==> src/dcar_pkg.sv <==
/*
 * dcar_pkg: constants shared by the per-channel DMA address and size registers.
 * Assumes a byte-addressed register port whose offsets are given here.
 */
package dcar_pkg;

   localparam int ADDR_W  = 8;
   localparam int DATA_W  = 32;
   localparam int CNT_W   = 16;

   // register byte addresses
   localparam logic [ADDR_W-1:0] OFS_SRC_START = 8'h00;
   localparam logic [ADDR_W-1:0] OFS_DST_START = 8'h04;
   localparam logic [ADDR_W-1:0] OFS_SRC_SIZE  = 8'h08;
   localparam logic [ADDR_W-1:0] OFS_DST_SIZE  = 8'h0C;
   localparam logic [ADDR_W-1:0] OFS_SRC_PTR   = 8'h10;

   // field positions of the 16-bit size and pointer fields
   localparam int CNT_LSB = 0;
   localparam int CNT_MSB = 15;

   // values after reset, plus the read-data zero, increment and zero-fill constants
   localparam logic [DATA_W-1:0] RST_SRC_START = 32'h0000_0000;
   localparam logic [DATA_W-1:0] RST_DST_START = 32'h0000_0000;
   localparam logic [CNT_W-1:0]  RST_SRC_SIZE  = 16'h0000;
   localparam logic [CNT_W-1:0]  RST_DST_SIZE  = 16'h0000;
   localparam logic [CNT_W-1:0]  RST_SRC_PTR   = 16'h0000;
   localparam logic [CNT_W-1:0]  RST_XFER_CNT  = 16'h0000;
   localparam logic [DATA_W-1:0] RD_ZERO       = 32'h0000_0000;
   localparam logic [CNT_W-1:0]  CNT_ONE       = 16'h0001;
   localparam logic [15:0]       UPPER_ZERO    = 16'h0000;

endpackage : dcar_pkg

==> src/dcar_regs.sv <==
/*
 * dcar_regs: source/destination start address and size registers of one DMA
 * channel, the read-only source byte index and the block completion flag.
 * Assumes a single 10 MHz clock, synchronous active-high reset, a register
 * master that never asserts read and write strobes together, and a transfer
 * engine that pulses one strobe per source byte and one per transferred byte.
 */
// Local design decisions: the strobed register port and the placing of the registers.
`timescale 1ns/100ps

module dcar_regs
   import dcar_pkg::*;
(
   input  wire logic              i_clk,
   input  wire logic              i_rst,
   input  wire logic [ADDR_W-1:0] i_addr,
   input  wire logic [DATA_W-1:0] i_wdata,
   input  wire logic              i_wr,
   input  wire logic              i_rd,
   output logic      [DATA_W-1:0] o_rdata,
   input  wire logic              i_src_step,
   input  wire logic              i_xfer_byte,
   input  wire logic              i_pattern_mode,
   input  wire logic              i_pattern_det,
   input  wire logic              i_done_clr,
   output logic      [DATA_W-1:0] o_src_start_addr,
   output logic      [DATA_W-1:0] o_dst_start_addr,
   output logic      [CNT_W-1:0]  o_src_byte_count,
   output logic      [CNT_W-1:0]  o_dst_byte_count,
   output logic      [CNT_W-1:0]  o_src_byte_index,
   output logic                   o_block_done_flag
);

   logic [DATA_W-1:0] src_start_addr_r;
   logic [DATA_W-1:0] src_start_addr_nxt;
   logic [DATA_W-1:0] dst_start_addr_r;
   logic [DATA_W-1:0] dst_start_addr_nxt;
   logic [CNT_W-1:0]  src_byte_count_r;
   logic [CNT_W-1:0]  src_byte_count_nxt;
   logic [CNT_W-1:0]  dst_byte_count_r;
   logic [CNT_W-1:0]  dst_byte_count_nxt;
   logic [CNT_W-1:0]  src_byte_index_r;
   logic [CNT_W-1:0]  src_byte_index_nxt;
   logic [CNT_W-1:0]  xfer_cnt_r;
   logic [CNT_W-1:0]  xfer_cnt_nxt;
   logic              block_done_flag_r;
   logic              block_done_flag_nxt;
   logic [DATA_W-1:0] rdata_r;
   logic [DATA_W-1:0] rdata_nxt;
   logic [CNT_W-1:0]  max_count;
   logic              block_hit;
   logic              pattern_hit;

   // register writes
   always_comb
   begin
      src_start_addr_nxt = src_start_addr_r;
      dst_start_addr_nxt = dst_start_addr_r;
      src_byte_count_nxt = src_byte_count_r;
      dst_byte_count_nxt = dst_byte_count_r;
      if (i_wr)
      begin
         case (i_addr)
            OFS_SRC_START: src_start_addr_nxt = i_wdata;
            OFS_DST_START: dst_start_addr_nxt = i_wdata;
            OFS_SRC_SIZE:  src_byte_count_nxt = i_wdata[CNT_MSB:CNT_LSB];
            OFS_DST_SIZE:  dst_byte_count_nxt = i_wdata[CNT_MSB:CNT_LSB];
            default:       src_start_addr_nxt = src_start_addr_r;
         endcase
      end
   end

   always_ff @(posedge i_clk)
   begin
      if (i_rst)
      begin
         src_start_addr_r <= RST_SRC_START;
         dst_start_addr_r <= RST_DST_START;
         src_byte_count_r <= RST_SRC_SIZE;
         dst_byte_count_r <= RST_DST_SIZE;
      end
      else
      begin
         src_start_addr_r <= src_start_addr_nxt;
         dst_start_addr_r <= dst_start_addr_nxt;
         src_byte_count_r <= src_byte_count_nxt;
         dst_byte_count_r <= dst_byte_count_nxt;
      end
   end

   // completion at the larger of the two counts
   always_comb
   begin
      max_count   = (src_byte_count_r > dst_byte_count_r) ? src_byte_count_r
                                                          : dst_byte_count_r;
      block_hit   = i_xfer_byte && (max_count != RST_XFER_CNT)
                    && ((xfer_cnt_r + CNT_ONE) == max_count);
      pattern_hit = i_pattern_mode && i_pattern_det;
   end

   // byte index, transfer count and done flag
   always_comb
   begin
      src_byte_index_nxt  = src_byte_index_r;
      xfer_cnt_nxt        = xfer_cnt_r;
      block_done_flag_nxt = block_done_flag_r;
      if (block_hit || pattern_hit)
      begin
         src_byte_index_nxt = RST_SRC_PTR;
         xfer_cnt_nxt       = RST_XFER_CNT;
      end
      else
      begin
         if (i_src_step)
         begin
            src_byte_index_nxt = src_byte_index_r + CNT_ONE;
         end
         if (i_xfer_byte)
         begin
            xfer_cnt_nxt = xfer_cnt_r + CNT_ONE;
         end
      end
      // set wins over a clear in the same cycle
      if (i_done_clr)
      begin
         block_done_flag_nxt = 1'b0;
      end
      if (block_hit || pattern_hit)
      begin
         block_done_flag_nxt = 1'b1;
      end
   end

   always_ff @(posedge i_clk)
   begin
      if (i_rst)
      begin
         src_byte_index_r  <= RST_SRC_PTR;
         xfer_cnt_r        <= RST_XFER_CNT;
         block_done_flag_r <= 1'b0;
      end
      else
      begin
         src_byte_index_r  <= src_byte_index_nxt;
         xfer_cnt_r        <= xfer_cnt_nxt;
         block_done_flag_r <= block_done_flag_nxt;
      end
   end

   // read data valid only in the cycle after the strobe
   always_comb
   begin
      rdata_nxt = RD_ZERO;
      if (i_rd)
      begin
         case (i_addr)
            OFS_SRC_START: rdata_nxt = src_start_addr_r;
            OFS_DST_START: rdata_nxt = dst_start_addr_r;
            OFS_SRC_SIZE:  rdata_nxt = {UPPER_ZERO, src_byte_count_r};
            OFS_DST_SIZE:  rdata_nxt = {UPPER_ZERO, dst_byte_count_r};
            OFS_SRC_PTR:   rdata_nxt = {UPPER_ZERO, src_byte_index_r};
            default:       rdata_nxt = RD_ZERO;
         endcase
      end
   end

   always_ff @(posedge i_clk)
   begin
      if (i_rst)
      begin
         rdata_r <= RD_ZERO;
      end
      else
      begin
         rdata_r <= rdata_nxt;
      end
   end

   assign o_rdata           = rdata_r;
   assign o_src_start_addr  = src_start_addr_r;
   assign o_dst_start_addr  = dst_start_addr_r;
   assign o_src_byte_count  = src_byte_count_r;
   assign o_dst_byte_count  = dst_byte_count_r;
   assign o_src_byte_index  = src_byte_index_r;
   assign o_block_done_flag = block_done_flag_r;
endmodule : dcar_regs

==> config.mk <==
export PLATFORM = sky130hd
export DESIGN_NAME = dcar_regs
export DESIGN_NICKNAME = d
export VERILOG_FILES = /design/src/dcar_pkg.sv /design/src/dcar_regs.sv
export SDC_FILE = /design/constraint.sdc
export NUM_CORES = 1
export LEC_CHECK = 0
export BUFFER_PORTS_ARGS = -buffer_cell sky130_fd_sc_hd__buf_4
export CORE_UTILIZATION = 58
export CTS_CLUSTER_SIZE = 40
export DETAILED_ROUTE_END_ITERATION = 8
export HOLD_SLACK_MARGIN = 0.02
export PLACE_DENSITY_LB_ADDON = 0.3
export SLEW_MARGIN = 20
export SYNTH_ARGS = -nofsm -noshare
export SYNTH_HDL_FRONTEND = slang
export SYNTH_SLANG_ARGS = --single-unit
export TNS_END_PERCENT = 100
==> constraint.sdc <==
create_clock -name i_clk -period 9.1 [get_ports i_clk]
set_clock_uncertainty 0.1 [all_clocks]
set_input_delay 0.91 -clock i_clk [delete_from_list [all_inputs] [get_ports i_clk]]
set_output_delay 0.91 -clock i_clk [all_outputs]
set_load 0.01 [all_outputs]
# Word-level counts from Yosys, hierarchy flattened
# Cells that the tools add are included.
# totals
elab_cells	34
out_inout_bits	145
inputBits	49
regBits	161
# op_classes
n_lt_le_gt_ge	1
reduce_logical	13
n_eq_ne	5
n_mux	4
addsub	2
bitwise_logic	1
# ops
cell	n
32-bit one-hot mux with 5 select lines	1
16-bit by 1-bit adder with 16-bit output, second input constant	2
16-bit equality test	1
8-bit by 4-bit equality test with 1-bit output, second input constant	2
16-bit > comparator	1
16-bit 2-to-1 mux	1
16-bit nonzero test	1
8-bit by 3-bit equality test with 1-bit output, second input constant	1
8-bit by 5-bit equality test with 1-bit output, second input constant	1
8-bit zero test	1
2-bit AND reduction	4
2-bit OR reduction	2
1-bit logical AND	3
1-bit 2-to-1 mux	2
2-bit nonzero test	1
1-bit logical OR	1
1-bit inverter	1

# Longest topological paths before layout
# Gate-level depths: netlist of run 1.
# depth
ltp_word	7
mapped_depth	17
ltp_nobuf	12

# Worst setup path before layout of run 1
# OpenSTA, ideal clock, no wires.
# synth_path
path_type	reg2reg
from	register dst_byte_count_r[11], in the netlist o_dst_byte_count[11]
to	register src_byte_index_r[10], in the netlist o_src_byte_index[10]
t_required_ns	8.859
arrival_time_ns	3.243
path_buffers	5
path_slack_ns	5.617
path_stages_with_launch	18
setup_time_ns	0.141
period_less_slack_ns	3.483
cell_sequence	dfxtp_1 -> clkbuf_1 -> inv_1 -> ha_1 -> nand2_1 -> nor3_1 -> or3_1 -> or3_1 -> buf_6 -> nand2_8 -> buf_12 -> mux2i_1 -> xnor2_1 -> nand4_1 -> and4b_1 -> buf_6 -> buf_12 -> nor3_2
# synth_between
elab_chain_len	7
# synth_rtl
item	line	text
start, declared	dcar_regs.sv:40	logic [CNT_W-1:0] dst_byte_count_r;
start signal, assigned	dcar_regs.sv:87	dst_byte_count_r <= dst_byte_count_nxt;
16-bit > comparator	dcar_regs.sv:94	max_count = (src_byte_count_r > dst_byte_count_r) ? src_byte_count_r
16-bit 2-to-1 mux (*)	dcar_regs.sv:94	
16-bit nonzero test	dcar_regs.sv:96	block_hit = i_xfer_byte && (max_count != RST_XFER_CNT)
1-bit logical AND	dcar_regs.sv:96	
1-bit logical AND (*)	dcar_regs.sv:97	&& ((xfer_cnt_r + CNT_ONE) == max_count);
1-bit logical OR (*)	dcar_regs.sv:107	if (block_hit || pattern_hit)
2-bit OR reduction (no line) (*)	--	
end signal, assigned	dcar_regs.sv:144	src_byte_index_r <= src_byte_index_nxt;
end, declared	dcar_regs.sv:42	logic [CNT_W-1:0] src_byte_index_r;
# Every way passes the cells marked *; elsewhere a longest branch is shown, timed or not.
# A chain may end at the register's enable or synchronous reset.

# Final worst setup path of run 1
# layout_path
from	register dst_byte_count_r[11], in the netlist o_dst_byte_count[11]
to	register block_done_flag_r, in the netlist o_block_done_flag
# layout_between
elab_chain_len	7
# layout_rtl
item	line	text
16-bit > comparator	dcar_regs.sv:94	
16-bit 2-to-1 mux (*)	dcar_regs.sv:94	
16-bit nonzero test	dcar_regs.sv:96	
1-bit logical AND	dcar_regs.sv:96	
1-bit logical AND (*)	dcar_regs.sv:97	
1-bit logical OR (*)	dcar_regs.sv:128	if (block_hit || pattern_hit)
1-bit 2-to-1 mux / 2-bit nonzero test (equally long branches)	--	
end signal, assigned	dcar_regs.sv:146	block_done_flag_r <= block_done_flag_nxt;
end, declared	dcar_regs.sv:46	logic block_done_flag_r;
# Marked as above.

==> impl_metrics.tcl, run 1 <==
set metrics [dict create \
    placed_cell_area_mm2 0.00918 \
    path_buf_inv 1 \
    fin_tns_setup_ps 0 \
    syn-num-nets 995 \
    num_rows 41 \
    final_max_slew_viol_count 0 \
    seq_area_frac_synth 0.415 \
    die_y_um 118 \
    synthArstFlopShare 0 \
    synth_ff_type "dfxtp_1" \
    fin_crit_ps 4540 \
    antenna_found_initial 0 \
    p_leak_uw 0.00389 \
    gp_congestion 0.976 \
    routedWlPerCell_um 19.1 \
    hp-class "reg -> reg" \
    final_area_mm2 0.00982 \
    vias 7578 \
    numPortBuffers 193 \
    die_area_mm2 0.0139 \
    maxCapViolCount 0 \
    grt_usage 0.352 \
    dpl.hpwl_um 16800 \
    ios 194 \
    drt-vias-per-instance 5.98 \
    ys_seq_elements 161 \
    min_period_over_period 0.499 \
    postCtsHoldBufs 0 \
    required_ps 9370 \
    synth-edff-count 0 \
    grt_pass1_vias 7051 \
    die_width_um 118 \
    cts_tree "built" \
    htree_levels 4 \
    grt_max_degree 52 \
    netlist.area_leader.share 0.415 \
    clockRootBuffer "clkbuf_16" \
    synth.area.top_cells "dfxtp_1, nand2_1, a21oi_1" \
    cts_setup_buffers 0 \
    max_stage_delay_ps 930 \
    grt_pass1_wl_um 38400 \
    grtUsageMet3 0.0833 \
    finalSetupViolations 0 \
    synthesis.area_mm2 0.00777 \
    busiest_layer "met2" \
    layout-drive-gt1-share 0.269 \
    arrival_ps 4820 \
    path_max_fanout 33 \
    rsz0062_at_grt "no" \
    crit_type "reg -> reg" \
    syn_to_final_growth_pct 26.3 \
    fmax_mhz 220 \
    maxSlewHeadroom 0.329 \
    powerDensity_mw_per_mm2 156 \
    core-area_mm2 0.0128 \
    worst_pin_slew_ps 1010 \
    clock_path_buffers 2 \
    clock-sinks 161 \
    met1_usage 0.445 \
    irDropWorstVdd_mv 0.178 \
    clkLatencyLatePin_ps 430 \
    syn_inst 928 \
    layout.nets 1151 \
    grtUsageMet2 0.557 \
    drc 0 \
    critPathSlowestCell "and4b_2" \
    path_clk_slew_ps 60 \
    wirelength_um 24200 \
    firstDrtPassIters 8 \
    postRouteAntennaNets 0 \
    yosysTopAreaCell "dfxtp_1" \
    overflow 0 \
    hold_viol_final 0 \
    diodes 0 \
    initial_utilization 0.606 \
    cts.repair.resized 0 \
    path_cells "inv_1 > ha_1 > nand2_1 > nor3_1 > or3_1 > or3_1 > nand2_8 > mux2i_1 > xnor2_2 > mux2i_1 > and4b_2 > o21ba_1" \
    outcome "completed" \
    end_kind "flip-flop" \
    worst_path_dominant_cell_family "simple AND/OR/NAND/NOR gates" \
    cts_buffers 17 \
    startpoint_type "flip-flop" \
    yosysUniqueCellTypes 54 \
    yosys_warnings 0 \
    drt_iter0_markers 831 \
    syn_area_per_cell_um2 8.37 \
]
## synth_stat cells (5+ instances only)
library cell,instances
nor3_1,17
xnor2_1,20
xor2_1,27
o211ai_1,5
dfxtp_1,161
nor4_1,8
nand3_1,30
a222oi_1,16
inv_1,20
and3_1,14
nor2_1,30
nand4_1,11
a21oi_1,122
mux2_2,16
ha_1,18
nand2_1,232
o21ai_0,10
nor3_2,31
clkbuf_1,51
and2_1,5
mux2i_1,28
## metal layers
metal	routed length, um	vias up
met1	9750	3572
met2	11300	406
met5	0	-
met3	2040	72
li1	-	3528
met4	1050	0
## power breakdown
| part | switching [uW] | internal (uW) |
|---|---|---|
| clock | 294 | 463 |
| combinational | 37.0 | 25.8 |
| sequential | 3.50 | 707 |
## path summary, 6_finish.rpt
kind | slack, ps | depth (start not counted) | start | to
setup / recovery | 4560 | 12 | o_dst_byte_count[11] | o_block_done_flag
hold / removal | 370 | 2 | o_dst_start_addr[20] | o_dst_start_addr[20]
setup reg to reg | 4560 | 12 | o_dst_byte_count[11] | o_block_done_flag
hold reg to reg | 370 | 2 | o_dst_start_addr[20] | o_dst_start_addr[20]
## logic make-up (layout without fill, tap and decap cells)
family | Yosys count | after routing | synth area share
XOR/XNOR | 48 | 48 | 0.0551
multiplexers | 45 | 45 | 0.0622
adder cells (fa/ha/maj) | 18 | 18 | 0.0290
AO/OA/AOI/OAI | 169 | 169 | 0.131
flip-flops | 161 | 161 | 0.415
buffers and inverters | 83 | 251 | 0.0511
AND/OR/NAND/NOR | 404 | 404 | 0.257
## layout by cell type (no fill, tap or decap), types with 3 or more instances in the layout
cell type   instances
clkbuf_16          17
nor3_2             33
nand3b_1            4
bufinv_16           3
nand4_1            11
clkinvlp_4          4
a222oi_1           16
or3_1               3
nand2_1           232
and2_1              5
ha_1               18
buf_4             200
a21oi_1           122
xnor2_1            20
mux2_2             16
o21ai_0            10
mux2i_1            28
o211ai_1            5
dfxtp_1           161
nor2_1             29
nor2b_1             3
and3_1             14
xor2_1             27
clkbuf_8            4
nor4_1              8
nor3_1             15
nand3_1            30
and4_1              3
inv_1              20
## stage by stage
stage / setup WS [ps] / power, uW / util / hold WS (ps) / cells
4_1_cts: 4330 / 1530 / 0.765 / 373 / 1268
5_1_grt: 4390 / 1570 / 0.765 / 392 / 1268
3_5_place_dp: 4320 / 787 / 0.716 / 362 / 1237
3_3_place_gp: 4510 / 786 / 0.716 / 355 / 1237
2_1_floorplan: 5620 / 757 / - / 389 / 928
6_report: 4560 / 1530 / 0.765 / 370 / 1268
## state kept, by name, indices dropped and copies added (netlist names)
name	cells
o_rdata	32
o_dst_start_addr	32
xfer_cnt_r	16
o_src_byte_index	16
o_src_start_addr	32
o_src_byte_count	16
o_block_done_flag	1
o_dst_byte_count	16
## final cells by class
type                       count  area, um^2
clock inverter                10         149
inverter                      20        75.1
timing repair buffer         200        1500
sequential                   161        3220
clock buffer                  21         480
fill                        1010        3010
tap                          172         215
multi-input combinational    684        4170
## tightest hold or removal path: stages, from the launching register on
cell and delay [ps]:
dfxtp_1 320, nand2_1 50, a21oi_1 50
(Power assumes the default switching activity.)
==> run 2, diff against run 1 <==
CORE_UTILIZATION = 54   (was 58)
clock period = 4.3 ns   (was 9.1 ns; I/O delays follow)
==> impl_metrics.tcl, run 2 (synthesis gave the netlist of run 1 again) <==
set metrics [dict create \
    antenna_found_initial 0 \
    grt_usage 0.328 \
    nFillCells 1079 \
    p_comb_frac 0.043 \
    powerDensity_mw_per_mm2 318 \
    p_leak_uw 0.00392 \
    multi_input_area_mm2 0.00417 \
    diodes 0 \
    die_width_um 122 \
    postRouteAntennaNets 0 \
    finalSetupViolations 0 \
    path_clk_slew_ps 70 \
    grt_pass1_wl_um 37300 \
    syn_to_final_growth_pct 26.9 \
    cts_tree "built" \
    numPortBuffers 193 \
    max_stage_delay_ps 620 \
    cts.repair.resized 0 \
    seqCellArea_mm2 0.00322 \
    wirelength_um 23900 \
    arrival_ps 4080 \
    worst_pin_slew_ps 989 \
    seqPwrFrac 0.479 \
    firstDrtPassIters 9 \
    startpoint_type "flip-flop" \
    clockPowerShare 0.478 \
    path_max_fanout 33 \
    num_rows 43 \
    grt_max_degree 56 \
    worst_path_dominant_cell_family "simple AND/OR/NAND/NOR gates" \
    final_max_slew_viol_count 0 \
    irDropWorstVdd_mv 0.298 \
    outcome "completed" \
    internal_power_uw 2410 \
    die_y_um 122 \
    swShare 0.230 \
    layout_common_cells "nand2_1, buf_4, dfxtp_1" \
    hold_viol_final 0 \
    layout-drive-gt1-share 0.274 \
    path_buf_inv 2 \
    end_kind "flip-flop" \
    switchingPower_uw 720 \
    gp_congestion 0.968 \
    critPathSlowestCell "or3_1" \
    clock_path_buffers 2 \
    fin_crit_ps 3910 \
    clock-sinks 161 \
    fin_tns_setup_ps 0 \
    htree_levels 4 \
    clockRootBuffer "clkbuf_16" \
    min_period_over_period 0.910 \
    overflow 0 \
    maxSlewHeadroom 0.340 \
    drt-vias-per-instance 5.83 \
    postCtsHoldBufs 0 \
    vias 7502 \
    cts_setup_buffers 0 \
    routedWlPerCell_um 18.6 \
    layout.nets 1161 \
    ios 194 \
    layout_commonest_cell "nand2_1" \
    fmax_mhz 255 \
    clkLatencyLatePin_ps 430 \
    pre_cts_slack_ps 438 \
    maxCapViolCount 0 \
    initial_utilization 0.558 \
    dpl.hpwl_um 17000 \
    core-area_mm2 0.0139 \
    final_core_util 0.708 \
    grt_pass1_vias 6878 \
    rsz0062_at_grt "no" \
    crit_type "reg -> reg" \
    required_ps 4470 \
    finalWorstSetupSlack_ps 386 \
    cts_buffers 17 \
    hp-class "in -> reg" \
    path_cells "inv_1 > ha_1 > nand2_1 > nor3_1 > or3_1 > or3_1 > nand2_8 > mux2i_1 > xnor2_1 > mux2i_1 > and4b_2 > buf_12 > nor3_1" \
    drt_iter0_markers 681 \
    drc 0 \
    die_area_mm2 0.0149 \
]
==> run 2: path summary, 6_finish.rpt <==
check             slack (ps)  cells after the start              endpoint                  from
setup / recovery         390                     13  o_src_byte_index[15]  o_dst_byte_count[11]
hold / removal           150                      3  o_dst_start_addr[31]           i_wdata[31]
setup reg to reg         390                     13  o_src_byte_index[15]  o_dst_byte_count[11]
hold reg to reg          370                      2  o_src_start_addr[17]  o_src_start_addr[17]
==> run 2: layer usage <==
layer	GRT usage	wire length, um	part of all wire
met1	0.419	9720	0.41
met2	0.520	11300	0.47
met3	0.0669	1870	0.078
met4	0.175	970	0.041
met5	0	0	0
==> run 2: layout make-up <==
class	instances	share of cell area
Clock buffer	18	0.0435
Clock inverter	13	0.0156
Inverter	20	0.00761
Multi-Input combinational cell	684	0.422
Sequential cell	161	0.327
Tap cell	180	0.0228
Timing Repair Buffer	210	0.161
==> run 2: metrics by stage <==
step | hold WS (ps) | std cells | instance area, um^2 | power, uW
after floorplan | 389 | 928 | 7770 | 1600
after global placement | 355 | 1255 | 9280 | 1670
after detailed placement | 362 | 1255 | 9280 | 1670
after CTS | 145 | 1286 | 9860 | 3150
after global routing | 151 | 1286 | 9860 | 3210
final | 154 | 1286 | 9860 | 3130
==> run 2: power by group through the flow <==
stage	sequential (uW)	clock [uW]	combinational, uW
final	1500	1500	134
after global routing	1500	1570	143
after CTS	1500	1510	133
after detailed placement	1540	0	132
after global placement	1540	0	130
after floorplan	1530	0	67.6
==> run 2: tightest hold or removal path, cell delays in order <==
cell and delay, ps:
buf_4 110, nand2_1 50, a21oi_1 50
==> run 3, diff against run 2 <==
GPL_TIMING_DRIVEN = 0   (was not set)
==> impl_metrics.tcl, run 3 (synthesis gave the netlist of run 1 again) <==
set metrics [dict create \
    maxCapViolCount 0 \
    postCtsHoldBufs 0 \
    final_core_util 0.716 \
    layout.nets 1206 \
    clockRootBuffer "clkbuf_16" \
    layout_commonest_cell "nand2_1" \
    num_rows 43 \
    overflow 0 \
    clock_path_buffers 2 \
    grt_usage 0.337 \
    crit_type "reg -> reg" \
    r2r_start "o_dst_byte_count[11]" \
    r2r-end "xfer_cnt_r[4]" \
    path_buf_inv 5 \
    fmax_mhz 242 \
    firstDrtPassIters 6 \
    cts.repair.resized 0 \
    drc 0 \
    layout-drive-gt1-share 0.253 \
    final_max_slew_viol_count 0 \
    holdPathStages 3 \
    layout_common_cells "nand2_1, buf_4, dfxtp_1" \
    critPathSlowestCell "clkbuf_1" \
    dpl.hpwl_um 18100 \
    hold_viol_final 0 \
    wirelength_um 24400 \
    worst_pin_slew_ps 786 \
    antenna_found_initial 0 \
    maxSlewHeadroom 0.475 \
    fin_tns_setup_ps 0 \
    clock-sinks 161 \
    startpoint_type "flip-flop" \
    grt_max_degree 17 \
    min_to "o_dst_start_addr[17]" \
    worst_path_dominant_cell_family "simple AND/OR/NAND/NOR gates" \
    hp-start "i_wdata[17]" \
    reg2regPathDepth 16 \
    drt-vias-per-instance 5.81 \
    finalSetupViolations 0 \
    powerDensity_mw_per_mm2 304 \
    cts_tree "built" \
    rsz0062_at_grt "no" \
    r2r_slack_ps 170 \
    irDropWorstVdd_mv 0.276 \
    cts_buffers 17 \
    htree_levels 4 \
    numPortBuffers 192 \
    end_kind "flip-flop" \
    total_power_uw 3040 \
    ios 194 \
    die_width_um 122 \
    gp_congestion 0.908 \
    path_max_fanout 10 \
    clkLatencyLatePin_ps 430 \
    initial_utilization 0.558 \
    min_period_over_period 0.962 \
    fin_crit_ps 4130 \
    die_y_um 122 \
    vias 7740 \
    max_stage_delay_ps 440 \
    routedWlPerCell_um 18.3 \
    die_area_mm2 0.0149 \
    grt_pass1_wl_um 38100 \
    postRouteAntennaNets 0 \
    grt_pass1_vias 7248 \
    path_clk_slew_ps 70 \
    cts_setup_buffers 0 \
    arrival_ps 4320 \
    hp-class "in -> reg" \
    drt_iter0_markers 742 \
    core-area_mm2 0.0139 \
    path_cells "clkbuf_1 > inv_1 > ha_1 > nand2_1 > nor3_1 > or3_1 > or3_1 > buf_6 > nand2_8 > mux2i_1 > xnor2_1 > mux2i_1 > and4b_1 > buf_6 > buf_12 > nor3_2" \
    diodes 0 \
    p_leak_uw 0.00393 \
    syn_to_final_growth_pct 28.5 \
    outcome "completed" \
    required_ps 4480 \
]
run 3: changes by cell type in the layout (fill, tap and decap cells not counted), moves of 2 or more:
cell and delta:
buf_12 +3, buf_1 +2, clkbuf_1 +52, inv_6 +2, buf_6 +2, buf_2 +2, inv_8 -3, clkbuf_2 +2
bufinv_16 -2, buf_4 -17
run 3: tightest hold or removal path: cells and delay by family:
kind	cells	cell delay, ps
buffers and inverters	1	110
and+or+nand+nor	1	50
AOI/OAI and AO/OA	1	50
run 3: worst max path at each step:
stage                         startpoint                    to  slack [ps]  cells past startpoint
floorplan           o_dst_byte_count[11]  o_src_byte_index[10]         820                     17
global placement    o_dst_byte_count[11]         xfer_cnt_r[3]         310                     16
detailed placement  o_dst_byte_count[11]         xfer_cnt_r[4]         300                     16
CTS                 o_dst_byte_count[11]         xfer_cnt_r[3]         270                     16
global route        o_dst_byte_count[11]   o_src_byte_index[9]          30                     16
finish              o_dst_byte_count[11]         xfer_cnt_r[4]         170                     16
run 3: through the flow:
| step | hold WS [ps] | instances | worst slack [ps] | instance area (um^2) |
|---|---|---|---|---|
| 2_1_floorplan | 389 | 928 | 817 | 7770 |
| 3_3_place_gp | 356 | 1300 | 307 | 9440 |
| 3_5_place_dp | 366 | 1300 | 305 | 9440 |
| 4_1_cts | 148 | 1332 | 270 | 9980 |
| 5_1_grt | 144 | 1332 | 30.3 | 9980 |
| 6_report | 154 | 1332 | 165 | 9980 |
run 3: power breakdown:
part / switching (uW) / internal, uW / total [uW]
Sequential: 7.47 / 1500 / 1500
Combinational: 84.0 / 59.7 / 144
Clock: 645 / 747 / 1390
Total: 737 / 2300 / 3040
run 3: per-layer routing:
layer | global-route usage | share of wire | wire length [um] | up-vias
li1 | - | - | - | 3640
met4 | 0.178 | 0.047 | 1160 | 0
met2 | 0.539 | 0.47 | 11400 | 376
met1 | 0.424 | 0.40 | 9750 | 3644
met3 | 0.0740 | 0.084 | 2060 | 80
met5 | 0 | 0 | 0 | -
run 3: layout make-up:
type,instances,area (um^2)
multi-input cells,684,4160
fillers,1144,3950
flip-flops and latches,161,3220
repair buffers,192,1440
clock buffers,19,433
plain buffers,63,322
well taps,180,225
clock inverters,13,108
inverters,20,75.1
